$ cat src/rtl/soamon_pkg.sv
package soamon_pkg;
  // ==========================================================================
  // Protection type codes
  localparam logic [3:0] SOA_TYPE_TEMP     = 4'h0;
  localparam logic [3:0] SOA_TYPE_INT_WDG  = 4'h1;
  localparam logic [3:0] SOA_TYPE_REFL     = 4'h2;
  localparam logic [3:0] SOA_TYPE_EXT_WDG  = 4'h3;
  localparam logic [3:0] SOA_TYPE_DISS     = 4'h4;
  localparam logic [3:0] SOA_TYPE_PA_STAT  = 4'h5;
  localparam logic [3:0] SOA_TYPE_IQ_LOCK  = 4'h6;
  localparam logic [3:0] SOA_TYPE_CURRENT  = 4'h7;
  localparam logic [3:0] SOA_TYPE_VOLTAGE  = 4'h8;
  localparam logic [3:0] SOA_TYPE_FWD_PWR  = 4'h9;
  localparam int         SOA_TYPES         = 10;
  localparam int         SHORT_FLAGS       = 8;

  // ==========================================================================
  // Default enables, bit n is type n
  localparam logic [9:0] ENABLE_RESET      = 10'h085;
  // Types with no protective action on this variant
  localparam logic [9:0] UNUSED_MASK       = 10'h068;

  // ==========================================================================
  // Measurement formats
  // Power in 0.01 dBm units, temperature in 0.1 C units, power cap in 0.1 W
  localparam int         MEAS_W            = 16;
  localparam int         CAP_W             = 16;
  localparam int         CHAN_W            = 4;
  localparam logic [15:0] REFL_HIGH_RESET  = 16'h1275;  // 47.25 dBm
  localparam logic [15:0] REFL_SHDN_RESET  = 16'h1284;  // 47.40 dBm
  localparam logic [15:0] TEMP_HIGH_RESET  = 16'h0226;  // 55.0 C
  localparam logic [15:0] TEMP_SHDN_RESET  = 16'h028a;  // 65.0 C

  // ==========================================================================
  // Status bit positions
  localparam int         ST_TEMP_HIGH      = 1;
  localparam int         ST_TEMP_SHDN      = 2;
  localparam int         ST_REFL_HIGH      = 3;
  localparam int         ST_REFL_SHDN      = 4;
  localparam int         STATUS_W          = 5;

  // ==========================================================================
  // Query kinds
  typedef enum logic [2:0] {
    SOAMON_Q_ENABLE_ONE,
    SOAMON_Q_ENABLE_ALL,
    SOAMON_Q_REFL_THR,
    SOAMON_Q_TEMP_THR,
    SOAMON_Q_NONE
  } soamon_query_t;
endpackage

$ cat src/rtl/soamon_top.sv
`timescale 1ns/100ps
// Function
// - Disabled types cause no reaction, except that max_power_cap_out is derated even with temperature disabled
// - Single enable query answers channel, type, flag
// - Type codes zero to nine fixed
// - Internal watchdog always enabled, input ignored
// - Types three five six never act
// - Short enable query returns eight flags
// - Software watchdog flag always reads zero
// - Defaults: temperature, reflection, current enabled
// - High reflection flags and throttles
// - Shutdown reflection errors and disables RF
// - Gain loop tracks forward power setpoint
// - High reflection: regulate reflection to limit
// - Reflection threshold query, default 47.25 dBm
// - High temperature raises warning flag
// - Shutdown temperature errors and disables RF
// - Clamp forward power above derated cap
// - Below high threshold cap is unmodified
// - Linear cap derating between thresholds
// - Temperature threshold query, defaults 55/65 C
// - Status bits held until clear command
// - RF enable refused until error cleared
module soamon_top
  import soamon_pkg::*;
(
  input  wire logic                            mclk_in,
  input  wire logic                            reset_n_in,
  // Configuration
  input  wire logic                            cfg_we_in,
  input  wire logic [3:0]                      cfg_type_in,
  input  wire logic                            cfg_enable_in,
  input  wire logic                            thr_we_in,
  input  wire logic [soamon_pkg::MEAS_W-1:0]   refl_high_in,
  input  wire logic [soamon_pkg::MEAS_W-1:0]   refl_shdn_in,
  input  wire logic [soamon_pkg::MEAS_W-1:0]   temp_high_in,
  input  wire logic [soamon_pkg::MEAS_W-1:0]   temp_shdn_in,
  input  wire logic [soamon_pkg::CAP_W-1:0]    max_power_cap_in,
  input  wire logic                            autogain_in,
  // Measurements
  input  wire logic                            sample_valid_in,
  input  wire logic [soamon_pkg::MEAS_W-1:0]   fwd_meas_in,
  input  wire logic [soamon_pkg::MEAS_W-1:0]   refl_meas_in,
  input  wire logic [soamon_pkg::MEAS_W-1:0]   temp_meas_in,
  input  wire logic [soamon_pkg::MEAS_W-1:0]   fwd_setpoint_in,
  input  wire logic [soamon_pkg::CAP_W-1:0]    fwd_watts_in,
  // RF control
  input  wire logic                            rf_on_req_in,
  input  wire logic                            rf_off_req_in,
  input  wire logic                            clear_errors_command_in,
  output logic                                 rf_enable_out,
  output logic                                 rf_on_refused_out,
  output logic      [soamon_pkg::STATUS_W-1:0] status_out,
  output logic                                 drive_up_out,
  output logic                                 drive_down_out,
  output logic      [soamon_pkg::CAP_W-1:0]    max_power_cap_out,
  // Queries
  input  wire logic                            query_valid_in,
  input  wire soamon_pkg::soamon_query_t       query_kind_in,
  input  wire logic [soamon_pkg::CHAN_W-1:0]   query_chan_in,
  input  wire logic [3:0]                      query_type_in,
  output logic                                 reply_valid_out,
  output soamon_pkg::soamon_query_t            reply_kind_out,
  output logic      [soamon_pkg::CHAN_W-1:0]   reply_chan_out,
  output logic      [3:0]                      reply_type_out,
  output logic      [7:0]                      reply_flags_out,
  output logic      [soamon_pkg::MEAS_W-1:0]   reply_thr_a_out,
  output logic      [soamon_pkg::MEAS_W-1:0]   reply_thr_b_out
);
  import soamon_pkg::*;

  // ==========================================================================
  // Reset release
  logic       rst_s1_r;
  logic       rst_s2_r;
  logic       rst_n;

  always_ff @(posedge mclk_in or negedge reset_n_in) begin
    if (!reset_n_in) begin
      rst_s1_r <= 1'b0;
      rst_s2_r <= 1'b0;
    end else begin
      rst_s1_r <= 1'b1;
      rst_s2_r <= rst_s1_r;
    end
  end

  // Only the second flop feeds the rest of the block
  assign rst_n = rst_s2_r;

  // ==========================================================================
  // Enables and thresholds
  logic [SOA_TYPES-1:0] enable_r;
  logic [MEAS_W-1:0]    refl_high_r;
  logic [MEAS_W-1:0]    refl_shdn_r;
  logic [MEAS_W-1:0]    temp_high_r;
  logic [MEAS_W-1:0]    temp_shdn_r;

  always_ff @(posedge mclk_in or negedge rst_n) begin
    if (!rst_n) begin
      enable_r <= ENABLE_RESET;
    end else if (cfg_we_in && cfg_type_in < 4'(SOA_TYPES)
                 && cfg_type_in != SOA_TYPE_INT_WDG) begin
      enable_r[cfg_type_in] <= cfg_enable_in;
    end
  end

  always_ff @(posedge mclk_in or negedge rst_n) begin
    if (!rst_n) begin
      refl_high_r <= REFL_HIGH_RESET;
      refl_shdn_r <= REFL_SHDN_RESET;
      temp_high_r <= TEMP_HIGH_RESET;
      temp_shdn_r <= TEMP_SHDN_RESET;
    end else if (thr_we_in) begin
      refl_high_r <= refl_high_in;
      refl_shdn_r <= refl_shdn_in;
      temp_high_r <= temp_high_in;
      temp_shdn_r <= temp_shdn_in;
    end
  end

  // Internal watchdog reads enabled whatever was stored
  function automatic logic type_enabled(input logic [SOA_TYPES-1:0] en,
                                        input logic [3:0] t);
    if (t == SOA_TYPE_INT_WDG) begin
      type_enabled = 1'b1;
    end else if (t < 4'(SOA_TYPES)) begin
      type_enabled = en[t];
    end else begin
      type_enabled = 1'b0;
    end
  endfunction

  // Unused types are masked so they can never act
  logic [SOA_TYPES-1:0] act_en;
  assign act_en = enable_r & ~UNUSED_MASK;

  // ==========================================================================
  // Comparisons, taken only on a new sample
  logic temp_high_hit;
  logic temp_shdn_hit;
  logic refl_high_hit;
  logic refl_shdn_hit;

  assign temp_shdn_hit = act_en[SOA_TYPE_TEMP] && temp_meas_in > temp_shdn_r;
  assign temp_high_hit = act_en[SOA_TYPE_TEMP] && temp_meas_in > temp_high_r
                         && !temp_shdn_hit;
  assign refl_shdn_hit = act_en[SOA_TYPE_REFL] && refl_meas_in > refl_shdn_r;
  assign refl_high_hit = act_en[SOA_TYPE_REFL] && refl_meas_in > refl_high_r
                         && !refl_shdn_hit;

  logic [STATUS_W-1:0] event_bits;
  always_comb begin
    event_bits = '0;
    if (sample_valid_in) begin
      event_bits[ST_TEMP_HIGH] = temp_high_hit;
      event_bits[ST_TEMP_SHDN] = temp_shdn_hit;
      event_bits[ST_REFL_HIGH] = refl_high_hit;
      event_bits[ST_REFL_SHDN] = refl_shdn_hit;
    end
  end

  // ==========================================================================
  // Sticky status, a new event wins over a clear in the same cycle
  always_ff @(posedge mclk_in or negedge rst_n) begin
    if (!rst_n) begin
      status_out <= '0;
    end else if (clear_errors_command_in) begin
      status_out <= event_bits;
    end else begin
      status_out <= status_out | event_bits;
    end
  end

  logic shdn_err;
  assign shdn_err = status_out[ST_TEMP_SHDN] | status_out[ST_REFL_SHDN];

  // ==========================================================================
  // RF enable
  logic shdn_now;
  assign shdn_now = event_bits[ST_TEMP_SHDN] | event_bits[ST_REFL_SHDN];

  always_ff @(posedge mclk_in or negedge rst_n) begin
    if (!rst_n) begin
      rf_enable_out     <= 1'b0;
      rf_on_refused_out <= 1'b0;
    end else begin
      // A refused attempt is reported even when an off request wins the cycle
      rf_on_refused_out <= rf_on_req_in && shdn_err && !clear_errors_command_in;
      if (shdn_now || rf_off_req_in) begin
        rf_enable_out <= 1'b0;
      end else if (rf_on_req_in) begin
        if (!shdn_err || clear_errors_command_in) begin
          rf_enable_out <= 1'b1;
        end
      end
    end
  end

  // ==========================================================================
  // Power cap derating
  logic derate_done;

  soamon_derate u_derate (
    .mclk_in      (mclk_in),
    .rst_n_in     (rst_n),
    .start_in     (sample_valid_in),
    .temp_in      (temp_meas_in),
    .temp_high_in (temp_high_r),
    .temp_shdn_in (temp_shdn_r),
    .cap_in       (max_power_cap_in),
    .done_out     (derate_done),
    .cap_out      (max_power_cap_out)
  );

  logic cap_ready_r;
  always_ff @(posedge mclk_in or negedge rst_n) begin
    if (!rst_n) begin
      cap_ready_r <= 1'b0;
    end else if (derate_done) begin
      cap_ready_r <= 1'b1;
    end
  end

  // ==========================================================================
  // Gain loop steering, one step per sample
  logic temp_throttle;
  assign temp_throttle = act_en[SOA_TYPE_TEMP] && temp_meas_in > temp_high_r
                         && cap_ready_r && fwd_watts_in > max_power_cap_out;

  always_ff @(posedge mclk_in or negedge rst_n) begin
    if (!rst_n) begin
      drive_up_out   <= 1'b0;
      drive_down_out <= 1'b0;
    end else begin
      drive_up_out   <= 1'b0;
      drive_down_out <= 1'b0;
      if (sample_valid_in && rf_enable_out && autogain_in) begin
        if (refl_high_hit) begin
          drive_down_out <= refl_meas_in > refl_high_r;
        end else if (temp_throttle) begin
          drive_down_out <= 1'b1;
        end else if (fwd_meas_in < fwd_setpoint_in) begin
          drive_up_out <= 1'b1;
        end else if (fwd_meas_in > fwd_setpoint_in) begin
          drive_down_out <= 1'b1;
        end
      end
    end
  end

  // ==========================================================================
  // Query replies, one cycle after the request
  always_ff @(posedge mclk_in or negedge rst_n) begin
    if (!rst_n) begin
      reply_valid_out <= 1'b0;
      reply_kind_out  <= SOAMON_Q_NONE;
      reply_chan_out  <= '0;
      reply_type_out  <= '0;
      reply_flags_out <= 8'h00;
      reply_thr_a_out <= '0;
      reply_thr_b_out <= '0;
    end else begin
      reply_valid_out <= query_valid_in;
      if (query_valid_in) begin
        reply_kind_out  <= query_kind_in;
        reply_chan_out  <= query_chan_in;
        reply_type_out  <= 4'h0;
        reply_flags_out <= 8'h00;
        reply_thr_a_out <= '0;
        reply_thr_b_out <= '0;
        unique case (query_kind_in)
          SOAMON_Q_ENABLE_ONE: begin
            reply_type_out  <= query_type_in;
            reply_flags_out <= {7'h00, type_enabled(enable_r, query_type_in)};
          end
          SOAMON_Q_ENABLE_ALL: begin
            reply_flags_out <= enable_r[SHORT_FLAGS-1:0] & 8'hfd;
          end
          SOAMON_Q_REFL_THR: begin
            reply_thr_a_out <= refl_high_r;
            reply_thr_b_out <= refl_shdn_r;
          end
          SOAMON_Q_TEMP_THR: begin
            reply_thr_a_out <= temp_high_r;
            reply_thr_b_out <= temp_shdn_r;
          end
          default: begin
            reply_kind_out <= SOAMON_Q_NONE;
          end
        endcase
      end
    end
  end
endmodule // soamon_top

$ cat src/rtl/soamon_derate.sv
`timescale 1ns/100ps
// ============================================================================
// Linear derating of the power cap between the high and shutdown temperatures
module soamon_derate
  import soamon_pkg::*;
(
  input  wire logic                           mclk_in,
  input  wire logic                           rst_n_in,
  input  wire logic                           start_in,
  input  wire logic [soamon_pkg::MEAS_W-1:0]  temp_in,
  input  wire logic [soamon_pkg::MEAS_W-1:0]  temp_high_in,
  input  wire logic [soamon_pkg::MEAS_W-1:0]  temp_shdn_in,
  input  wire logic [soamon_pkg::CAP_W-1:0]   cap_in,
  output logic                                done_out,
  output logic      [soamon_pkg::CAP_W-1:0]   cap_out
);
  // Sequential divider: one quotient bit per cycle keeps the area small
  logic [31:0] num_r;
  logic [16:0] den_r;
  logic [31:0] quo_r;
  logic [32:0] rem_r;
  logic [5:0]  cnt_r;
  logic        busy_r;
  logic [32:0] trial;

  always_comb begin
    trial = {rem_r[31:0], num_r[31]} - {16'h0000, den_r};
  end

  always_ff @(posedge mclk_in or negedge rst_n_in) begin
    if (!rst_n_in) begin
      num_r    <= 32'h0;
      den_r    <= 17'h0;
      quo_r    <= 32'h0;
      rem_r    <= 33'h0;
      cnt_r    <= 6'h0;
      busy_r   <= 1'b0;
      done_out <= 1'b0;
      cap_out  <= 16'h0;
    end else begin
      done_out <= 1'b0;
      if (start_in && !busy_r) begin
        if (temp_in <= temp_high_in || temp_shdn_in <= temp_high_in) begin
          cap_out  <= cap_in;
          done_out <= 1'b1;
        end else if (temp_in >= temp_shdn_in) begin
          cap_out  <= 16'h0;
          done_out <= 1'b1;
        end else begin
          num_r  <= {16'h0000, cap_in} * {16'h0000, temp_shdn_in - temp_in};
          den_r  <= {1'b0, temp_shdn_in - temp_high_in};
          rem_r  <= 33'h0;
          quo_r  <= 32'h0;
          cnt_r  <= 6'd32;
          busy_r <= 1'b1;
        end
      end else if (busy_r) begin
        num_r <= {num_r[30:0], 1'b0};
        if (!trial[32]) begin
          rem_r <= trial;
          quo_r <= {quo_r[30:0], 1'b1};
        end else begin
          rem_r <= {rem_r[31:0], num_r[31]};
          quo_r <= {quo_r[30:0], 1'b0};
        end
        cnt_r <= cnt_r - 6'd1;
        if (cnt_r == 6'd1) begin
          busy_r   <= 1'b0;
          done_out <= 1'b1;
          cap_out  <= trial[32] ? {quo_r[14:0], 1'b0} : {quo_r[14:0], 1'b1};
        end
      end
    end
  end
endmodule // soamon_derate

$ cat config.mk
export PLATFORM = sky130hd
export DESIGN_NAME = soamon_top
export DESIGN_NICKNAME = d
export VERILOG_FILES = /design/src/rtl/soamon_pkg.sv /design/src/rtl/soamon_top.sv /design/src/rtl/soamon_derate.sv
export SDC_FILE = /design/constraint.sdc
export NUM_CORES = 1
export LEC_CHECK = 0
export BUFFER_PORTS_ARGS = -buffer_cell sky130_fd_sc_hd__buf_4
export CORE_ASPECT_RATIO = 2
export CORE_MARGIN = 2
export CORE_UTILIZATION = 40
export DETAILED_ROUTE_END_ITERATION = 12
export GPL_TIMING_DRIVEN = 0
export SYNTH_ARGS = -nofsm -noshare
export SYNTH_HDL_FRONTEND = slang
export SYNTH_SLANG_ARGS = --single-unit
$ cat constraint.sdc
create_clock -name mclk_in -period 9.65 [get_ports mclk_in]
set_clock_uncertainty 0.15 [all_clocks]
set_input_delay 0.4825 -clock mclk_in [delete_from_list [all_inputs] [get_ports mclk_in]]
set_output_delay 0.4825 -clock mclk_in [all_outputs]
set_load 0.02 [all_outputs]
==> flow_summary.yaml, run 1 <==
layout:
  diodes: 0
  area_growth_pct: 20.5
  fill_cells: 5479
  fin_cells: 3688
  drive_gt1_frac: 0.142
  multi_input_area_mm2: 0.0151
  final-seq-area_mm2: 0.00639
  design_area_mm2: 0.0279
  nNetsFinal: 3531
placement:
  port_buffers: 255
  dp.cells: 3567
  dpl_cell_area_mm2: 0.0261
  dp_hpwl_mm: 62.3
  dp_slack_ns: -0.545
  gp_congestion: 0.967
die:
  start_util: 0.405
  dieArea_mm2: 0.0600
  num_rows: 124
  die_x_um: 174
  core_mm2: 0.0572
  die_height_um: 344
  io-pin-count: 263
logic_synthesis:
  ys_types: 75
  yosysSeqAreaShare: 0.276
  syn_area_per_cell_um2: 9.08
  syn-instance-count: 2550
  ys.warnings.count: 0
  synth_edf_count: 0
  synthArstFlopShare: 1.00
  syn-cell-area_mm2: 0.0232
  ys_ff_latch: 254
  synth_flop_cell: "dfrtp_1"
setup_path:
  worstSetupEndpoint: "u_derate.num_r[31]"
  critical_path_arrival_ns: 9.61
  critPathMostFrequentCell: "fa_1"
  worstRegToRegCells: 33
  slowest_delay_ns: 0.63
  critPathMaxFanout: 6
  start_kind: "flip-flop"
  endpoint_kind: "flip-flop"
  rr_startpoint: "temp_shdn_r[0]"
  crit_start: "temp_shdn_r[0]"
  r2r-end: "u_derate.num_r[31]"
  cp.required_ns: 9.94
  crit_buf_inv: 5
  ff2ff_setup_slack_ns: 0.32
  crit_family: "adder cells"
  cp.depth: 33
  crit_slowest_cell: "fa_1"
  crit_type: "reg -> reg"
sta:
  finalSetupViolations: 0
  fin_crit_sh: 0.966
  worstMarginPinSlew_ns: 1.34
  hold_viol_final: 0
  period_minus_slack_ns: 9.33
  slew_headroom: 0.108
  fmax_ghz: 0.107
  fin_ws_ns: 0.324
  maxSlewViolCount: 0
grt:
  grt_overflow: 0
  grt.total_usage: 0.255
  grt_pass1_vias: 21700
  grt_max_degree: 66
  grt_pass1_wl_mm: 118
  antenna_found_initial: 1
route:
  wl_per_cell_um: 20.5
  drt_pass1_iterations: 7
  drcViolationCount: 0
  drt_iter0_drc: 1059
  vias_per_cell: 5.38
  via_count: 19900
  ant_nets: 0
  drt-total-wl_mm: 75.6
clock_tree:
  cts_made_buffers: 27
  clockBufferDepth: 3
  clkTransAtPathRegs_ns: 0.06
  cts_tree: "yes"
  clock_sinks: 254
  cts_root_buf: "clkbuf_16"
  h-tree-depth: 1
  clock_latency_ns: 0.59
status:
  outcome: "completed"
hold_path:
  hold_depth: 3
  min_path_type: "in -> reg"
flow_run:
  max-cap-violations: 0
## cells by family (layout without fill, tap and decap cells)
| kind of cell | Yosys count | after routing | share of synthesized area |
|---|---|---|---|
| AOI/OAI and AO/OA | 521 | 521 | 0.139 |
| xor gates and xnor gates | 83 | 83 | 0.0314 |
| adders and majority gates | 432 | 432 | 0.297 |
| buffers and inverters | 480 | 861 | 0.0793 |
| DFF | 254 | 254 | 0.276 |
| muxes | 65 | 65 | 0.0307 |
| other | 2 | 3 | 0.000324 |
| and+or+nand+nor | 713 | 713 | 0.147 |
## cells in the mapped netlist (20+ instances only)
cell type / n / area [um^2]
nor2b_1: 28 / 175
o21ai_0: 177 / 886
nand2_1: 324 / 1220
a22oi_1: 52 / 390
inv_1: 374 / 1400
fa_1: 197 / 3940
clkbuf_1: 85 / 319
dfstp_2: 23 / 604
xor2_1: 43 / 377
nor2_1: 105 / 394
dfrtp_1: 231 / 5780
ha_1: 235 / 2940
a21o_1: 45 / 338
nand4_1: 32 / 200
nand2b_1: 26 / 163
a22o_1: 27 / 236
mux2_2: 39 / 439
nor3_1: 23 / 115
mux2i_1: 25 / 250
a21oi_1: 126 / 631
and2_1: 103 / 644
nand3_1: 20 / 100
xnor2_1: 40 / 350
## area by class of cell
type / instances / area share
multi-input cells: 1817 / 0.540
clock inverters: 9 / 0.00471
well taps: 756 / 0.0339
flip-flops and latches: 254 / 0.229
inverters: 375 / 0.0504
clock buffers: 39 / 0.0280
plain buffers: 105 / 0.0160
repair buffers: 333 / 0.0983
## state kept, by name, summed over array words and instances (netlist names), 7 cells and up
name	cells
refl_high_r	16
temp_shdn_r	16
temp_high_r	16
reply_thr_b_out	16
u_derate.num_r	32
u_derate.quo_r	15
u_derate.den_r	16
u_derate.rem_r	32
reply_thr_a_out	16
enable_r	9
refl_shdn_r	16
u_derate.cap_out	16
reply_flags_out	7
## metrics by stage
step / hold slack (ns) / TNS [ns] / util
floorplan: 0.0369 / 0 / -
global placement: 0.116 / -253.84 / 0.455
detailed placement: 0.115 / -1.83 / 0.457
CTS: 0.00750 / 0 / 0.486
global route: 0.0209 / -0.0499 / 0.488
finish: 0.0339 / 0 / 0.488
## worst register-to-register path, delay by kind of cell, from the launching register on
family                   cells  cell delay [ns]
flip-flops                   1             0.41
adder cells (fa/ha/maj)      9             4.23
AO/OA/AOI/OAI               14             2.51
buffers and inverters        5             0.49
XOR/XNOR                     2             0.53
AND/OR/NAND/NOR              3             0.86
## metal layers
metal / track usage / vias up / wire (um)
li1: - / 9137 / -
met2: 0.495 / 708 / 40700
met3: 0.0273 / 225 / 3200
met5: 0 / - / 15
met4: 0.183 / 2 / 6420
met1: 0.249 / 9781 / 25300
## worst min-delay path by stage
stage	slack, ns	start	end
2_1_floorplan	0.04	reset_n_in	rst_n
3_3_place_gp	0.12	reset_n_in	rst_s1_r
3_5_place_dp	0.12	reset_n_in	rst_s1_r
4_1_cts	0.008	query_type_in[1]	reply_type_out[1]
5_1_grt	0.02	temp_high_in[4]	temp_high_r[4]
6_report	0.03	query_type_in[1]	reply_type_out[1]
## timing repair
action | in CTS | in global routing
pin swaps | 0 | 2
setup endpoints to repair | 8 | 8
hold buffers | 69 | 0
hold endpoints to repair | 73 | 0
gates cloned | 0 | 0
resized for setup | 11 | 28
setup buffers | 2 | 2
## layout by cell type (no fill, tap or decap), types with 11 or more instances in the layout
cell and instances:
inv_1 373, nand2_1 324, buf_4 263, ha_1 235
dfrtp_1 230, fa_1 196, o21ai_0 176, a21oi_1 122
nor2_1 105, and2_1 103, clkbuf_1 85, dlygate4sd3_1 69
a22oi_1 52, a21o_1 45, xor2_1 39, mux2_2 39
xnor2_1 37, nand4_1 32, nor2b_1 28, a22o_1 27
clkbuf_16 27, nand2b_1 26, mux2i_1 25, nor3_1 23
dfstp_2 23, nand3_1 20, or3_1 11
Power of run 1 is not shown: default switching activity piles up to over one toggle a cycle in this logic, so the estimate is an artifact.
==> run 2: changes to the inputs <==
SYNTH_HIERARCHICAL = 1   (was unset)
==> run 2 against run 1 <==
The run now ends with max-capacitance violations, max-slew violations left. Critical path depth shrank 1. Wire length rose by 9.3%. Sequential share of layout area down 0.97 points. Critical endpoint is now u_derate/num_r[31]. Largest cell class unchanged.
==> flow_summary.yaml, run 2 <==
placement:
  port_buffers: 255
  dpl_cell_area_mm2: 0.0275
  dp_hpwl_mm: 68.7
  gp_congestion: 0.942
die:
  die_x_um: 179
  num_rows: 128
  dieArea_mm2: 0.0633
  die_height_um: 354
  start_util: 0.403
  core_mm2: 0.0607
  io-pin-count: 263
setup_path:
  slowest_delay_ns: 0.66
  critPathMostFrequentCell: "fa_1"
  crit_type: "reg -> reg"
  cp.required_ns: 9.99
  endpoint_kind: "flip-flop"
  critical_path_arrival_ns: 9.61
  start_kind: "flip-flop"
  crit_family: "adder cells"
  critPathMaxFanout: 10
  crit_slowest_cell: "fa_1"
  crit_buf_inv: 7
layout:
  layout_commonest_cell: "inv_1"
  nNetsFinal: 3772
  drive_gt1_frac: 0.133
  final_cell_mix: "inv_1, nand2_1, ha_1, buf_4, dfrtp_1"
  design_area_mm2: 0.0291
  area_growth_pct: 19.0
  reg_top3: "u_derate/num_r (32), u_derate/rem_r (32)"
logic_synthesis:
  yosysMostFrequentCell: "inv_1"
  syn-cell-area_mm2: 0.0245
  syn_area_per_cell_um2: 8.87
  synth.area.top_cells: "dfrtp_1, fa_1, ha_1"
  synth_flop_cell: "dfrtp_1"
  netlist_top_cells_count: "inv_1, nand2_1, ha_1"
  synthArstFlopShare: 1.00
  yosys.area.top_type: "dfrtp_1"
  syn-instance-count: 2760
  ys.warnings.count: 6
  ys_types: 90
  synth_edf_count: 0
  netlist.area_leader.share: 0.236
  yosysSeqAreaShare: 0.261
  ys_ff_latch: 254
route:
  drt_iter0_drc: 837
  drt_pass1_iterations: 7
  via_count: 21100
  drcViolationCount: 0
  top_layer: "met4"
  wl_met3_mm: 3.09
  dr_wl_met2_mm: 45.2
  ant_nets: 0
  wl_met1_mm: 26.3
  drt-total-wl_mm: 82.6
  wl_per_cell_um: 21.1
  vias_per_cell: 5.38
clock_tree:
  cts_made_buffers: 25
  clock_latency_ns: 0.59
  clkTransAtPathRegs_ns: 0.07
  h-tree-depth: 1
  clockBufferDepth: 3
  postCtsSetupBuffers: 0
  cts_root_buf: "clkbuf_16"
  cts_tree: "yes"
  clock_sinks: 254
sta:
  period_minus_slack_ns: 9.28
  fmax_ghz: 0.108
  hold_viol_final: 0
  slew_headroom: -0.0136
  worstMarginPinSlew_ns: 1.52
  fin_crit_sh: 0.961
  finalSetupViolations: 0
  maxSlewViolCount: 6
  grt_setup_unrepaired: "false"
grt:
  grt.total_usage: 0.266
  grt_max_degree: 65
  antenna_found_initial: 0
  grt_pass1_wl_mm: 128
  grt_pass1_vias: 23100
  grt_overflow: 0
status:
  outcome: "finished with violations"
  violations: "max-capacitance violations, max-slew violations"
flow_run:
  max-cap-violations: 1
hold_path:
  min_path_type: "reg -> async"
## run 2: cell types whose count changed in the layout (fill, tap and decap cells not counted), moves of 19 or more
| cell | delta |
|---|---|
| a21oi_1 | +22 |
| inv_1 | +35 |
| ha_1 | +32 |
| o21ai_1 | +40 |
| nand2_1 | +58 |
| a22oi_1 | -19 |
## run 2: worst paths after layout
| path | start | end | slack [ns] | cells past startpoint |
|---|---|---|---|---|
| min | rst_n | enable_r[6] | 0.02 | 0 |
| min in group mclk_in | temp_high_in[6] | temp_high_r[6] | 0.03 | 3 |
| max in group asynchronous | rst_n | refl_high_r[4] | 8.27 | 2 |
| max | temp_shdn_r[0] | u_derate/num_r[31] | 0.37 | 32 |
| min reg2reg | rst_n | enable_r[6] | 0.02 | 0 |
| max reg2reg | temp_shdn_r[0] | u_derate/num_r[31] | 0.37 | 32 |
## run 2: timing repair
item | 4_1_cts | 5_1_grt
endpoints found under the setup margin | 0 | 9
hold buffers | 75 | 0
resized for setup | 0 | 9
endpoints found under the hold margin | 76 | 0
## run 2: logic make-up after synthesis
logic type,count (synthesis),synth area share
simple gates,806,0.157
other cells,2,0.000307
mux,59,0.0279
compound gates,575,0.144
xor+xnor,82,0.0301
fa+ha+maj,464,0.297
buf+inv,518,0.0827
flops,254,0.261
## run 2: routing by layer
layer | vias up | GRT usage
li1 | 9862 | -
met1 | 10400 | 0.248
met2 | 617 | 0.505
met3 | 239 | 0.0299
met4 | 0 | 0.215
met5 | - | 0
## run 2: cell type report
class / instances / area (um^2)
clock buffers: 31 / 668
multi-input cells: 1989 / 16100
flip-flops and latches: 254 / 6390
diodes: 1 / 2.50
plain buffers: 110 / 497
fillers: 5908 / 31600
inverters: 408 / 1530
well taps: 780 / 976
repair buffers: 334 / 2780
clock inverters: 15 / 186
## run 2: metrics by stage
step / util / TNS, ns / setup slack, ns / std cells / hold slack [ns]
6_report: 0.480 / 0 / 0.372 / 3922 / 0.0217
5_1_grt: 0.480 / 0 / 0.0144 / 3921 / 0.0257
4_1_cts: 0.479 / 0 / 0.109 / 3921 / 0.00196
3_5_place_dp: 0.453 / 0 / 0.150 / 3800 / 0.0238
3_3_place_gp: 0.451 / -247.90 / -1.15 / 3796 / 0.115
2_1_floorplan: - / 0 / 1.61 / 2761 / 0.0369
Power of run 2 is left out for the same reason.
